==> config.mk <==
export PLATFORM = sky130hd
export DESIGN_NAME = peripheral_write_protect_control
export DESIGN_NICKNAME = d
export VERILOG_FILES = /design/src/verilog/write_protect_pkg.sv /design/src/verilog/peripheral_write_protect_control.sv /design/src/verilog/protect_bank.sv
export SDC_FILE = /design/constraint.sdc
export NUM_CORES = 1
export LEC_CHECK = 0
export ABC_AREA = 1
export CORE_MARGIN = 3
export CORE_UTILIZATION = 45
export CTS_CLUSTER_SIZE = 24
export DETAILED_ROUTE_END_ITERATION = 8
export DONT_BUFFER_PORTS = 1
export PLACE_DENSITY_LB_ADDON = 0.3
export SLEW_MARGIN = 20
export SYNTH_ARGS = -nofsm -noshare
export SYNTH_HDL_FRONTEND = slang
export SYNTH_SLANG_ARGS = --single-unit
==> constraint.sdc <==
create_clock -name clk_sys -period 1.2 [get_ports clk_sys]
set_input_delay 0.24 -clock clk_sys [delete_from_list [all_inputs] [get_ports clk_sys]]
set_output_delay 0.24 -clock clk_sys [all_outputs]
set_load 0.1 [all_outputs]
==> src/verilog/write_protect_pkg.sv <==
// Constants for the peripheral write-protect controller
`default_nettype none
package write_protect_pkg;
    // =====================================================================
    // Bus geometry
    localparam int DATA_W = 32;
    localparam int ADDR_W = 8;

    // =====================================================================
    // Register byte offsets
    localparam logic [7:0] OFS_FIRST_CLEAR = 8'h00;
    localparam logic [7:0] OFS_FIRST_SET = 8'h04;
    localparam logic [7:0] OFS_SECOND_CLEAR = 8'h10;
    localparam logic [7:0] OFS_SECOND_SET = 8'h14;

    // =====================================================================
    // First controller field positions and reset value
    localparam int BIT_DEBUG_UNIT = 1;
    localparam int BIT_FLASH_CTRL = 2;
    localparam int BIT_PORT = 3;
    localparam int BIT_TRACE_BUFFER = 6;
    localparam logic [31:0] FIRST_IMPL_MASK = 32'h0000_004E;
    localparam logic [31:0] FIRST_RESET = 32'h0000_0002;

    // =====================================================================
    // Second controller field positions and reset value
    localparam int BIT_EVENT_SYSTEM = 1;
    localparam int SERIAL_LO = 2;
    localparam int SERIAL_HI = 7;
    localparam int TIMER_LO = 8;
    localparam int TIMER_HI = 15;
    localparam int BIT_CONVERTER = 16;
    localparam logic [31:0] SECOND_IMPL_MASK = 32'h0001_FFFE;
    localparam logic [31:0] SECOND_RESET = 32'h0000_0000;

    localparam logic [31:0] ZERO_WORD = 32'h0000_0000;
endpackage : write_protect_pkg
`default_nettype wire

==> src/verilog/peripheral_write_protect_control.sv <==
// APB register block holding write-protect bits for two access controllers
// Register map, byte addresses on the peripheral bus:
//   first controller, clear view and set view
//   second controller, clear view and set view
// Ones written through a set view protect, through a clear view unprotect
// Both views of one controller read back the same protection word
// Any other address answers with pslverr and changes nothing
//
// Timing and limits:
//   every access takes one wait state; bus outputs come from flops
//   protect outputs follow a committed write one edge later
//   no lock bit: any bus master may change protection at any time
//   set and clear are separate words, so one write never does both
//   a read of an unmapped address returns zero
//   protect levels are flops, so no combinational path leaves the block
//
// Register access over APB is this design's own decision.
`timescale 1ns/10ps
`default_nettype none
module peripheral_write_protect_control
(
    input wire logic clk_sys,
    input wire logic nrst,
    input wire logic psel,
    input wire logic penable,
    input wire logic pwrite,
    input wire logic [write_protect_pkg::ADDR_W-1:0] paddr,
    input wire logic [write_protect_pkg::DATA_W-1:0] pwdata,
    output logic [write_protect_pkg::DATA_W-1:0] prdata,
    output logic pready,
    output logic pslverr,
    output logic trace_buffer_protect,
    output logic port_protect,
    output logic flash_controller_protect,
    output logic debug_unit_protect,
    output logic [7:0] timer_protect,
    output logic [5:0] serial_interface_protect,
    output logic event_system_protect,
    output logic converter_protect
);
    import write_protect_pkg::*;

    // =====================================================================
    // Decode helpers
    // One compare per register; strobes, error and read mux share it
    function automatic logic addr_hit(input logic [ADDR_W-1:0] addr, input logic [7:0] ofs);
        addr_hit = (addr == ofs);
    endfunction : addr_hit

    // Either view of the first controller
    function automatic logic first_hit(input logic [ADDR_W-1:0] addr);
        first_hit = addr_hit(addr, OFS_FIRST_SET) || addr_hit(addr, OFS_FIRST_CLEAR);
    endfunction : first_hit

    // Either view of the second controller
    function automatic logic second_hit(input logic [ADDR_W-1:0] addr);
        second_hit = addr_hit(addr, OFS_SECOND_SET) || addr_hit(addr, OFS_SECOND_CLEAR);
    endfunction : second_hit

    // =====================================================================
    // Internal signals
    // Bus phase decode
    logic access;
    logic answer;
    logic commit;
    logic mapped;
    // Per-register write strobes, one cycle wide
    logic first_set_wr;
    logic first_clear_wr;
    logic second_set_wr;
    logic second_clear_wr;
    // Protection words as the banks hold them
    logic [31:0] first_state;
    logic [31:0] second_state;
    // Read word latched into prdata at the answer edge
    logic [31:0] next_prdata;

    // =====================================================================
    // Bus phases
    // Access phase of a transfer
    assign access = psel && penable;
    // First access edge: the slave latches its answer here
    assign answer = access && !pready;
    // A write lands only at the edge where pready is sampled high
    assign commit = access && pready && pwrite;

    // =====================================================================
    // Write strobes
    // Set and clear live at different addresses, so they never collide
    assign first_set_wr = commit && addr_hit(paddr, OFS_FIRST_SET);
    assign first_clear_wr = commit && addr_hit(paddr, OFS_FIRST_CLEAR);
    assign second_set_wr = commit && addr_hit(paddr, OFS_SECOND_SET);
    assign second_clear_wr = commit && addr_hit(paddr, OFS_SECOND_CLEAR);
    // Zero bits in the written word are masked inside each bank
    // Unmapped addresses raise no strobe, so such writes are dropped
    assign mapped = first_hit(paddr) || second_hit(paddr);

    // =====================================================================
    // Protection banks
    // Only implemented bits are flops; every other bit reads as zero
    // First controller: trace buffer, port, flash controller, debug unit
    protect_bank #(
        .IMPL_MASK(FIRST_IMPL_MASK),
        .RESET_VALUE(FIRST_RESET)
    ) u_first (
        .clk_sys(clk_sys),
        .nrst(nrst),
        .set_wr(first_set_wr),
        .clear_wr(first_clear_wr),
        .wdata(pwdata),
        .protect(first_state)
    );

    // Second controller: timers, serial interfaces, event system, converter
    // No bit of it is protected after reset
    protect_bank #(
        .IMPL_MASK(SECOND_IMPL_MASK),
        .RESET_VALUE(SECOND_RESET)
    ) u_second (
        .clk_sys(clk_sys),
        .nrst(nrst),
        .set_wr(second_set_wr),
        .clear_wr(second_clear_wr),
        .wdata(pwdata),
        .protect(second_state)
    );

    // =====================================================================
    // Read mux: both set and clear views show the same state
    // Combinational, so a read sees a write that landed the edge before
    // Unmapped addresses fall through to zero
    always_comb
    begin
        next_prdata = ZERO_WORD;
        if (first_hit(paddr))
            next_prdata = first_state;
        else if (second_hit(paddr))
            next_prdata = second_state;
    end

    // =====================================================================
    // Bus answer, one wait state so every bus output is a flop
    // Costs a cycle per access but keeps the read mux off the prdata path
    always_ff @(posedge clk_sys or negedge nrst)
    begin
        if (!nrst)
            pready <= 1'h0;
        else
            pready <= answer; // High for exactly one cycle
    end

    // Error pulse travels with pready
    // Writes to unmapped words are dropped by the strobe decode
    always_ff @(posedge clk_sys or negedge nrst)
    begin
        if (!nrst)
            pslverr <= 1'h0;
        else
            pslverr <= answer && !mapped;
    end

    // Read data stands only while pready is high
    // Writes answer with zero so a stale word never leaks out
    always_ff @(posedge clk_sys or negedge nrst)
    begin
        if (!nrst)
            prdata <= ZERO_WORD;
        else if (answer && !pwrite)
            prdata <= next_prdata;
        else
            prdata <= ZERO_WORD;
    end

    // =====================================================================
    // First controller outputs, registered copies of the bank
    // Adds one cycle of lag after a write; peripherals see a glitch-free level
    // Reset levels match the bank's reset word
    always_ff @(posedge clk_sys or negedge nrst)
    begin
        if (!nrst)
        begin
            trace_buffer_protect <= FIRST_RESET[BIT_TRACE_BUFFER];
            port_protect <= FIRST_RESET[BIT_PORT];
            flash_controller_protect <= FIRST_RESET[BIT_FLASH_CTRL];
            debug_unit_protect <= FIRST_RESET[BIT_DEBUG_UNIT];
        end
        else
        begin
            trace_buffer_protect <= first_state[BIT_TRACE_BUFFER];
            port_protect <= first_state[BIT_PORT];
            flash_controller_protect <= first_state[BIT_FLASH_CTRL];
            debug_unit_protect <= first_state[BIT_DEBUG_UNIT];
        end
    end

    // =====================================================================
    // Second controller outputs, same one-cycle lag as the first
    // Timer and serial fields keep their bit order from the bank word
    always_ff @(posedge clk_sys or negedge nrst)
    begin
        if (!nrst)
        begin
            timer_protect <= SECOND_RESET[TIMER_HI:TIMER_LO];
            serial_interface_protect <= SECOND_RESET[SERIAL_HI:SERIAL_LO];
            event_system_protect <= SECOND_RESET[BIT_EVENT_SYSTEM];
            converter_protect <= SECOND_RESET[BIT_CONVERTER];
        end
        else
        begin
            timer_protect <= second_state[TIMER_HI:TIMER_LO];
            serial_interface_protect <= second_state[SERIAL_HI:SERIAL_LO];
            event_system_protect <= second_state[BIT_EVENT_SYSTEM];
            converter_protect <= second_state[BIT_CONVERTER];
        end
    end
endmodule : peripheral_write_protect_control
`default_nettype wire

==> src/verilog/protect_bank.sv <==
// One bank of write-protect bits with set and clear strobes
`timescale 1ns/10ps
`default_nettype none
module protect_bank
#(
    parameter logic [31:0] IMPL_MASK = 32'h0000_0000,
    parameter logic [31:0] RESET_VALUE = 32'h0000_0000
)
(
    input wire logic clk_sys,
    input wire logic nrst,
    input wire logic set_wr,
    input wire logic clear_wr,
    input wire logic [31:0] wdata,
    output logic [31:0] protect
);
    // =====================================================================
    // Per-bit protect flops
    genvar i;
    generate
        for (i = 0; i < 32; i++)
        begin : g_bit
            if (IMPL_MASK[i])
            begin : g_impl
                logic held;
                // A zero in the written word leaves the bit alone
                always_ff @(posedge clk_sys or negedge nrst)
                begin
                    if (!nrst)
                        held <= RESET_VALUE[i];
                    else if (set_wr && wdata[i])
                        held <= 1'h1;
                    else if (clear_wr && wdata[i])
                        held <= 1'h0;
                end
                // One flop per bit, so the word has a single driver per bit
                assign protect[i] = held;
            end
            else
            begin : g_unused
                assign protect[i] = 1'b0;
            end
        end
    endgenerate
endmodule : protect_bank
`default_nettype wire

[Word level (Yosys, flattened, before mapping)]
Index checks and enable logic that the tools add are counted.
Widths: inputs -> output; s select.
Storage, ports and cells
  flip-flop bits (word level): 74
  bits in latches: 0
  bits in writable memories: 0
  memory bits (read-only): 0
  output and inout port bits: 54
  word-level logic and storage cells: 154
  memories: 0
Operators by class
  add/subtract/negate cells: 0
  multipliers: 0
  div/mod/pow operators: 0
  order comparisons: 0
  equality and inequality tests: 3
  shifts and indexed selects: 0
  mux-type cells: 43
  bitwise operators: 0
  reductions and logical operators: 77
Operator list (count)
  $mux 32: 2
  $logic_and 1x1->1: 50
  $mux 1: 40
  $reduce_bool 2->1: 20
  $mux 17: 1
  $eq 8x5->1 const B: 2
  $eq 8x3->1 const B: 1
  $logic_not 8->1: 1
  $logic_not 1->1: 3
  $logic_or 1x1->1: 3

[Logic depth before layout (Yosys ltp)]
Gate-level depths: netlist (run 1).
  depth in word-level cells: 7
  gate-level depth with buffers: 9
  gate-level depth less buffers: 8

[By module]
From an unflattened synthesis (run 1), not the netlist that was laid out.
Second synthesis, totals
  cell total of the unflattened synthesis: 385
  area total of the unflattened synthesis: 3410.8 um^2
Modules (own cells, without submodules)
  peripheral_write_protect_control: instances 1, cells each 215, area an instance 2073.2 um^2, seq. area each 1352.5 um^2
  protect_bank (u_second): instances 1, cells each 117, area an instance 932.1 um^2, seq. area each 400.4 um^2
  protect_bank (u_first): instances 1, cells each 53, area an instance 405.4 um^2, seq. area each 101.3 um^2

[Least setup slack after synthesis (run 1)]
OpenSTA, ideal clock, no wires.
  path type: register to register
  start point: reg pready
  end point: reg u_second.g_bit[11].g_impl.held
  setup time: 0.116 ns
  arrival time: 1.640 ns
  data required time: 1.084 ns
  setup slack: -0.557 ns
  cell stages (with the launch flop): 7
  buffers on the path: 1
  clock period less this slack: 1.757 ns
  cell sequence: dfrtp_1 nand3_4 clkinv_2 buf_4 nand3_1 nand2_1 nand2_1
Between the ends
  word-level cells in the longest chain between the ends: 5
RTL lines
  from (decl): RTL line peripheral_write_protect_control.sv:30  | output logic pready,
  from (signal assigned): RTL line peripheral_write_protect_control.sv:149  | pready <= answer;
  $logic_and 1x1->1 * (2 in a row): RTL line peripheral_write_protect_control.sv:85  | assign commit = access && pready && pwrite;
  $logic_and 1x1->1 (on tied branches): RTL line peripheral_write_protect_control.sv:92, peripheral_write_protect_control.sv:93
  $logic_and 1x1->1 (on tied branches): RTL line protect_bank.sv:31, protect_bank.sv:33
  $mux 1 / $reduce_bool 2->1 (equally long branches)
  to (signal assigned): RTL line protect_bank.sv:30  | held <= RESET_VALUE[i];
  to (decl): RTL line protect_bank.sv:25  | logic held;
Mark *: on every way between the ends. The rest lies on a longest branch, timed or not.
A chain may end at the register's enable or synchronous reset.

[Worst setup path after layout (run 1)]
  start point: reg debug_unit_protect
  end point: out debug_unit_protect
RTL lines
  from (decl): RTL line peripheral_write_protect_control.sv:35  | output logic debug_unit_protect,
  from (signal assigned): RTL line peripheral_write_protect_control.sv:185  | debug_unit_protect <= FIRST_RESET[BIT_DEBUG_UNIT];
  from (signal assigned): RTL line peripheral_write_protect_control.sv:192  | debug_unit_protect <= first_state[BIT_DEBUG_UNIT];
No word-level cell between the ends.

==> impl_metrics.py, run 1 <==
metrics = {
    "status": {
        "status": "finished, violations left",
        "violations": "negative hold slack, negative setup slack",
    },
    "floorplan": {
        "io_pins": 99,
        "placement_rows": 26,
        "core-area_um2": 5140,
        "die_y_um": 79.3,
        "start_util_pct": 47.0,
        "die-area_um2": 6280,
        "chipWidth_um": 79.3,
    },
    "logic_synthesis": {
        "synthTopCellsByCount": "nand2_1 (77), dfrtp_1 (56), nand3_1 (28)",
        "syn_area_um2": 2420,
        "yosysWarnings": 0,
        "postSynthCellCount": 243,
        "synth-seq-cells": 58,
        "synth_seq_area_share_pct": 60.2,
        "ys_async_sr_fraction_pct": 100,
        "synth_top_area_cell": "dfrtp_1",
        "synth_ff_type": "dfrtp_1",
        "avgSynthCellArea_um2": 9.94,
        "synth.area.top_cells": "dfrtp_1 (58%), nand2_1 (12%), nand3_1 (5.8%)",
        "synth_top_area_share_pct": 58.0,
        "synth_cell_types": 20,
        "synth-edff-count": 0,
        "synth.most_common_cell": "nand2_1",
    },
    "finish": {
        "syn_to_final_growth_pct": 46.4,
        "final_util_pct": 68.8,
        "layout-drive-gt1-share_pct": 35.0,
        "multi_input_comb_area_um2": 836,
        "nFillCells": 372,
        "seq_area_um2": 1460,
        "n_antenna_cell": 0,
        "finalNetCount": 340,
        "final_cell_count_no_fill": 370,
    },
    "clocking": {
        "cts_buffers": 9,
        "clock_sinks": 58,
        "cts_tree": "built",
        "ctsHoldBuffers": 1,
        "clockRootBuffer": "clkbuf_8",
        "clk_path_buf_depth": 2,
        "path_clk_slew_ns": 0.07,
        "clock_latency_ns": 0.34,
        "htree_levels": 3,
    },
    "setup_path": {
        "cp_max_fo": 1,
        "crit_type": "flop to output pin",
        "crit_family": "flip-flops",
        "worstSetupEndpointType": "output pin",
        "critPathMaxStageDelay_ns": 0.55,
        "crit_arrival_ns": 1.05,
        "slowest_stage": "dfstp_2",
        "cp_cell_sequence": "buf_12",
        "worstSetupStartpointType": "flop",
        "critPathBufInv": 1,
        "cp.required_ns": 0.96,
    },
    "global_route": {
        "grt_pass1_vias": 1728,
        "grt_antenna_before_repair": 0,
        "grt_overflow": 0,
        "grt_pass1_wl_um": 7850,
        "grt_max_degree": 59,
        "grt_usage_pct": 16.8,
    },
    "worst_hold_path": {
        "worstHoldPathType": "primary input to asynchronous set/reset pin",
    },
    "route": {
        "firstDrtPassIters": 4,
        "dr_wl_met2_um": 2980,
        "drcViolationCount": 0,
        "top_layer": "met4",
        "avgViaCountPerCell": 4.76,
        "antenna_left": 0,
        "vias": 1763,
        "wl_per_cell_um": 14.9,
        "wl_met3_um": 519,
        "wl_met1_um": 1880,
        "first_iter_violations": 119,
        "drt_wl_total_um": 5520,
    },
    "sta": {
        "worst_clock_skew_ns": 0.00690,
        "hold_violations": 58,
        "whs_ns": -0.411,
        "slew_violations": 0,
        "finalSetupViolCount": 3,
        "rsz0062_at_grt": "true",
        "fmax_mhz": 775,
        "layout_min_cycle_time_ns": 1.29,
        "setup_slack_ns": -0.0901,
        "timing.final.crit_share_pct": 108,
    },
    "power": {
        "swShare_pct": 25.0,
        "p_int_uw": 3300,
        "seq_power_share_pct": 44.9,
        "p_comb_share_pct": 8.4,
        "power_density_nw_per_um2": 1240,
        "pwr-share-clk_pct": 46.7,
        "leakagePower_uw": 0.00169,
        "p_sw_uw": 1100,
        "irDropWorstVdd_mv": 0.868,
        "p_total_uw": 4400,
    },
    "placed_design": {
        "gp_congestion": 0.753,
        "dp_cells": 346,
        "port_buffers": 0,
        "hpwlAfterDp_um": 3540,
        "dp_slack_ns": 0.0116,
    },
    "job": {
        "drv_cap": 0,
    },
}
-- stage by stage --
step                setup TNS [ns]  instance area, um2
global placement                 0                3160
finish                      -0.209                3540
CTS                         -0.169                3420
detailed placement               0                3160
global route                -0.737                3540
floorplan                    -1.64                2490
-- power groups by stage --
| stage | registers (uW) | clock network, uW | logic (uW) |
|---|---|---|---|
| final | 1980 | 2060 | 370 |
| after global routing | 1980 | 2140 | 381 |
| after CTS | 1980 | 2060 | 352 |
| after detailed placement | 2010 | 0 | 343 |
| after global placement | 2010 | 0 | 341 |
| after floorplan | 2050 | 0 | 309 |
-- state kept, by name (all words and copies together) (netlist names) --
| name | cells |
|---|---|
| pready | 1 |
| serial_interface_protect | 6 |
| port_protect | 1 |
| debug_unit_protect | 1 |
| pslverr | 1 |
| timer_protect | 8 |
| u_second.g_bit.g_impl.held | 16 |
| prdata | 16 |
| trace_buffer_protect | 1 |
| event_system_protect | 1 |
| u_first.g_bit.g_impl.held | 4 |
| converter_protect | 1 |
| flash_controller_protect | 1 |
-- cell type report --
type / instances / share of cell area, %
clock buffers: 12 / 4.39
well taps: 70 / 2.48
repair buffers: 45 / 23.8
inverters: 17 / 2.19
repair inverters: 1 / 0.248
clock inverters: 4 / 2.09
flip-flops and latches: 58 / 41.2
multi-input cells: 163 / 23.6
-- placed cells by master (no fill, tap or decap), types with 4 or more instances in the layout --
cell type and count:
a21oi_1 4, buf_12 40, buf_4 4, clkbuf_8 11, conb_1 16, dfrtp_1 55
inv_1 9, inv_2 6, nand2_1 76, nand2_2 7, nand3_1 28, nor2_1 4
nor2_2 14, nor2_4 6
-- timing repair --
item,CTS,global route
setup buffers,0,4
pin swaps,1,6
resized for setup,4,7
hold endpoints to repair,59,58
setup endpoints to repair,8,18
gates cloned,0,3
-- path summary, 6_finish.rpt --
check | startpoint | to | slack, ns | cells after the start
setup / recovery | debug_unit_protect$_DFF_PN1_ | debug_unit_protect | -0.09 | 1
hold reg to reg | u_first.g_bit[1].g_impl.held$_DFFE_PN1P_ | debug_unit_protect$_DFF_PN1_ | 0.38 | 0
hold / removal | nrst | timer_protect[4]$_DFF_PN0_ | -0.41 | 0
min in group clk_sys | pwdata[10] | u_second.g_bit[10].g_impl.held$_DFFE_PN0P_ | 0.01 | 2
setup reg to reg | pready$_DFF_PN0_ | prdata[2]$_DFF_PN0_ | -0.05 | 6
max in group asynchronous | nrst | debug_unit_protect$_DFF_PN1_ | 1.42 | 0
-- routing by layer --
metal	vias up	global-route usage, %
met2	74	29.6
met5	-	0
met1	845	16.9
li1	828	-
met4	0	9.45
met3	16	6.12
-- cell families (layout without fill, tap and decap cells) --
family / count (synthesis) / after routing / synth area share (%)
DFF: 58 / 58 / 60.2
buffers and inverters: 39 / 79 / 9.84
and+or+nand+nor: 141 / 143 / 29.0
other: 1 / 16 / 0.155
AOI/OAI and AO/OA: 4 / 4 / 0.829
No activity file was read; power rests on OpenSTA's default activity.
==> inputs of run 2 (changes only) <==
Settings changed: SKIP_CTS_REPAIR_TIMING set to 1.
==> run 2 against run 1 <==
- the flow still finishes with violations (negative hold slack, negative setup slack)
- critical path depth unchanged
- die area stayed put
- maximum frequency grew 0.28%
- largest cell class unchanged
- largest power group unchanged
==> impl_metrics.py, run 2 (same netlist as run 1, synthesis figures left out) <==
metrics = {
    "finish": {
        "nFillCells": 391,
        "design_area_um2": 3450,
        "syn_to_final_growth_pct": 42.8,
        "final_common_cell": "nand2_1",
        "finalNetCount": 334,
        "largestRegisters": "prdata: 16 flops, u_second.g_bit.g_impl.held: 16 flops, timer_protect: 8 flops",
        "layout-drive-gt1-share_pct": 34.0,
        "n_antenna_cell": 0,
        "final_cell_mix": "nand2_1 (74), dfrtp_1 (55), buf_12 (38)",
    },
    "setup_path": {
        "cp-startpoint": "debug_unit_protect$_DFF_PN1_",
        "crit_type": "flop to output pin",
        "reg2reg_depth": 6,
        "worstSetupStartpointType": "flop",
        "rr_startpoint": "pready$_DFF_PN0_",
        "critPathBufInv": 1,
        "cp.depth": 1,
        "cp_max_fo": 1,
        "crit_family": "flip-flops",
        "worstSetupEndpointType": "output pin",
        "regToRegSetupSlack_ns": 0.06,
        "cp.required_ns": 0.96,
        "slowest_stage": "dfstp_2",
        "crit_arrival_ns": 1.05,
        "worst_r2r_endpoint": "prdata[13]$_DFF_PN0_",
        "critPathMaxStageDelay_ns": 0.55,
        "endpoint": "debug_unit_protect",
        "cp_cell_sequence": "buf_12",
    },
    "floorplan": {
        "io_pins": 99,
        "core-area_um2": 5140,
        "die_y_um": 79.3,
        "chipWidth_um": 79.3,
        "start_util_pct": 47.0,
        "placement_rows": 26,
        "die-area_um2": 6280,
    },
    "clocking": {
        "cts_tree": "built",
        "clock_latency_ns": 0.33,
        "clk_path_buf_depth": 2,
        "cts_buffers": 9,
        "htree_levels": 3,
        "path_clk_slew_ns": 0.07,
        "clock_sinks": 58,
        "clockRootBuffer": "clkbuf_8",
    },
    "route": {
        "drt_wl_total_um": 5160,
        "wl_per_cell_um": 14.2,
        "drcViolationCount": 0,
        "antenna_left": 0,
        "firstDrtPassIters": 4,
        "first_iter_violations": 134,
        "vias": 1717,
        "avgViaCountPerCell": 4.72,
    },
    "sta": {
        "worst_clock_skew_ns": 0.00658,
        "timing.final.crit_share_pct": 107,
        "slew_violations": 0,
        "whs_ns": -0.407,
        "layout_min_cycle_time_ns": 1.29,
        "setup_slack_ns": -0.0865,
        "fmax_mhz": 777,
        "hold_violations": 59,
        "rsz0062_at_grt": "true",
        "finalSetupViolCount": 2,
    },
    "placed_design": {
        "gp_congestion": 0.753,
        "hpwlAfterDp_um": 3540,
        "port_buffers": 0,
        "dp_slack_ns": 0.0116,
        "placed_area_um2": 3160,
    },
    "power": {
        "irDropWorstVdd_mv": 0.852,
        "power_density_nw_per_um2": 1270,
        "leakagePower_uw": 0.00167,
        "p_total_uw": 4380,
    },
    "status": {
        "status": "finished, violations left",
        "violations": "negative hold slack, negative setup slack",
    },
    "worst_hold_path": {
        "worstHoldPathType": "primary input to asynchronous set/reset pin",
    },
    "global_route": {
        "grt_pass1_wl_um": 7820,
        "grt_max_degree": 59,
        "grt_antenna_before_repair": 0,
        "grt_pass1_vias": 1713,
        "grt_usage_pct": 16.7,
        "grt_overflow": 0,
    },
    "job": {
        "drv_cap": 0,
    },
}
[run 2: cell count changes in the layout (fill, tap and decap cells not counted), sizes merged]
cell,change
clkinv,-1
dlygate4sd3,-1
nor2,-1
buf,-3
[run 2: how the worst min path moves through the flow]
stage / slack, ns / cells past startpoint / end / start
2_1_floorplan: -0.06 / 0 / converter_protect$_DFF_PN0_ / nrst
3_3_place_gp: -0.05 / 0 / timer_protect[4]$_DFF_PN0_ / nrst
3_5_place_dp: -0.05 / 0 / timer_protect[4]$_DFF_PN0_ / nrst
4_1_cts: -0.41 / 0 / prdata[15]$_DFF_PN0_ / nrst
5_1_grt: -0.42 / 0 / prdata[15]$_DFF_PN0_ / nrst
6_report: -0.41 / 0 / prdata[12]$_DFF_PN0_ / nrst
[run 2: stage by stage]
stage	util [%]	std cells	TNS [ns]	hold slack (ns)
2_1_floorplan	-	258	-1.64	-0.0556
3_3_place_gp	61.5	346	0	-0.0539
3_5_place_dp	61.5	346	0	-0.0538
4_1_cts	66.0	362	-0.250	-0.413
5_1_grt	67.1	364	-0.201	-0.420
6_report	67.1	364	-0.158	-0.407
[run 2: where the power goes]
| group | internal, uW | switching, uW |
|---|---|---|
| Combinational | 43.7 | 311 |
| Clock | 1280 | 768 |
| Sequential | 1970 | 8.53 |
[run 2: per-layer routing]
layer / track usage, % / vias to the layer above / part of all wire (%)
li1: - / 810 / -
met1: 17.0 / 833 / 37
met2: 29.3 / 60 / 53
met3: 6.12 / 14 / 8.5
met4: 9.62 / 0 / 2.1
met5: 0 / - / 0
[run 2: area by class of cell]
class | count | area, um2 | area share, %
Sequential cell | 58 | 1460 | 42.3
Inverter | 17 | 72.6 | 2.10
Multi-Input combinational cell | 162 | 816 | 23.6
Clock buffer | 12 | 155 | 4.50
Clock inverter | 4 | 73.8 | 2.14
Timing Repair Buffer | 41 | 787 | 22.8
Tap cell | 70 | 87.6 | 2.54
==> inputs of run 3 (changes only) <==
Settings changed: CORE_MARGIN 3 to not set.
==> run 3 against run 2 <==
- the flow still finishes with violations (negative hold slack, negative setup slack)
- setup slack got worse by 0.0085 ns
- total power decreased by 5.2%
- flip-flop and latch count stayed put
- critical endpoint unchanged
- largest power group is now registers
==> impl_metrics.py, run 3 (same netlist as run 1, synthesis figures left out) <==
metrics = {
    "setup_path": {
        "crit_arrival_ns": 1.06,
        "slowest_stage": "dfstp_2",
        "crit_type": "flop to output pin",
        "reg2reg_depth": 5,
        "cp_cell_sequence": "buf_12",
        "critPathBufInv": 1,
        "rr_startpoint": "pready$_DFF_PN0_",
        "worstSetupStartpointType": "flop",
        "cp.required_ns": 0.96,
        "crit_family": "flip-flops",
        "regToRegSetupSlack_ns": 0.05,
        "worstSetupEndpointType": "output pin",
        "critPathMaxStageDelay_ns": 0.55,
        "worst_r2r_endpoint": "u_second.g_bit[6].g_impl.held$_DFFE_PN0P_",
        "cp_max_fo": 1,
    },
    "finish": {
        "final_common_cell": "nand2_1",
        "syn_to_final_growth_pct": 41.3,
        "nFillCells": 401,
        "n_antenna_cell": 0,
        "final_cell_mix": "nand2_1 (76), dfrtp_1 (55), buf_12 (38)",
        "layout-drive-gt1-share_pct": 33.3,
        "design_area_um2": 3410,
        "finalNetCount": 334,
        "largestRegisters": "prdata: 16 flops, u_second.g_bit.g_impl.held: 16 flops, timer_protect: 8 flops",
        "final_cell_count_no_fill": 364,
    },
    "clocking": {
        "cts_buffers": 9,
        "clockRootBuffer": "clkbuf_8",
        "htree_levels": 3,
        "clock_sinks": 58,
        "clk_path_buf_depth": 2,
        "path_clk_slew_ns": 0.07,
        "cts_tree": "built",
        "clock_latency_ns": 0.33,
    },
    "power": {
        "irDropWorstVdd_mv": 0.872,
        "leakagePower_uw": 0.00166,
        "p_total_uw": 4150,
        "power_density_nw_per_um2": 1220,
    },
    "route": {
        "vias": 1677,
        "wl_met3_um": 353,
        "avgViaCountPerCell": 4.61,
        "drt_wl_total_um": 4850,
        "wl_per_cell_um": 13.3,
        "drcViolationCount": 0,
        "top_layer": "met4",
        "firstDrtPassIters": 4,
        "first_iter_violations": 120,
        "antenna_left": 0,
        "dr_wl_met2_um": 2530,
        "wl_met1_um": 1890,
    },
    "status": {
        "violations": "negative hold slack, negative setup slack",
        "status": "finished, violations left",
    },
    "sta": {
        "fin_tns_setup_ns": -0.172,
        "fmax_mhz": 772,
        "setup_slack_ns": -0.0950,
        "finalSetupViolCount": 2,
        "rsz0062_at_grt": "true",
        "timing.final.crit_share_pct": 108,
        "hold_violations": 58,
        "layout_min_cycle_time_ns": 1.30,
        "whs_ns": -0.403,
        "worst_clock_skew_ns": 0.00734,
        "slew_violations": 0,
    },
    "floorplan": {
        "start_util_pct": 47.0,
        "core-area_um2": 5140,
        "die-area_um2": 5670,
        "die_y_um": 75.3,
        "chipWidth_um": 75.3,
        "io_pins": 99,
        "placement_rows": 26,
    },
    "global_route": {
        "grt_overflow": 0,
        "grt_pass1_wl_um": 7670,
        "grt_usage_pct": 19.2,
        "grt_pass1_vias": 1680,
        "grt_max_degree": 59,
        "grt_antenna_before_repair": 0,
    },
    "job": {
        "drv_cap": 0,
    },
    "worst_hold_path": {
        "worstHoldPathType": "primary input to asynchronous set/reset pin",
    },
    "placed_design": {
        "placed_area_um2": 3160,
        "dp_cells": 346,
        "port_buffers": 0,
        "dp_slack_ns": 0.00573,
        "hpwlAfterDp_um": 3300,
        "gp_congestion": 0.701,
    },
}
==> run 3: changes by cell type in the layout (fill, tap and decap cells not counted) <==
| cell | change |
|---|---|
| clkinv_2 | +2 |
| inv_8 | -1 |
| bufinv_16 | -1 |
| nor2_2 | -1 |
| nand2_2 | -2 |
| clkbuf_1 | -1 |
| nand2_1 | +2 |
| nor2_1 | +1 |
| clkinvlp_4 | +1 |
==> run 3: where the power goes <==
group	leakage (uW)	switching (uW)	internal, uW	total (uW)
Combinational	0.000753	310	43.6	353
Clock	0.000105	765	1060	1830
Sequential	0.000800	8.40	1970	1970
==> run 3: how the worst max path moves through the flow <==
stage                                  from                                         end  slack, ns  cells past startpoint
3_3_place_gp               pready$_DFF_PN0_                         prdata[4]$_DFF_PN0_       0.03                      5
3_5_place_dp               pready$_DFF_PN0_                        prdata[16]$_DFF_PN0_      0.006                      5
6_report       debug_unit_protect$_DFF_PN1_                          debug_unit_protect       -0.1                      1
4_1_cts                    pready$_DFF_PN0_                                      pready      -0.14                      1
5_1_grt        debug_unit_protect$_DFF_PN1_                          debug_unit_protect      -0.12                      1
2_1_floorplan              pready$_DFF_PN0_  u_second.g_bit[11].g_impl.held$_DFFE_PN0P_      -0.08                      6
==> run 3: final cells by class <==
class	count	area (um2)	area share (%)
sequential	58	1460	42.7
multi-input combinational	162	808	23.7
timing repair buffer	41	787	23.0
clock buffer	11	151	4.43
tap	70	87.6	2.57
inverter	17	70.1	2.05
clock inverter	5	52.6	1.54
==> run 3: layer usage <==
metal / up-vias / GRT usage (%)
li1: 811 / -
met1: 802 / 21.0
met2: 56 / 33.6
met3: 8 / 7.36
met4: 0 / 8.02
met5: - / 0
==> run 3: stage by stage <==
stage	util (%)	hold WS [ns]
floorplan	-	-0.0556
global placement	61.5	-0.0540
detailed placement	61.5	-0.0539
CTS	65.5	-0.420
global route	66.4	-0.424
finish	66.4	-0.403
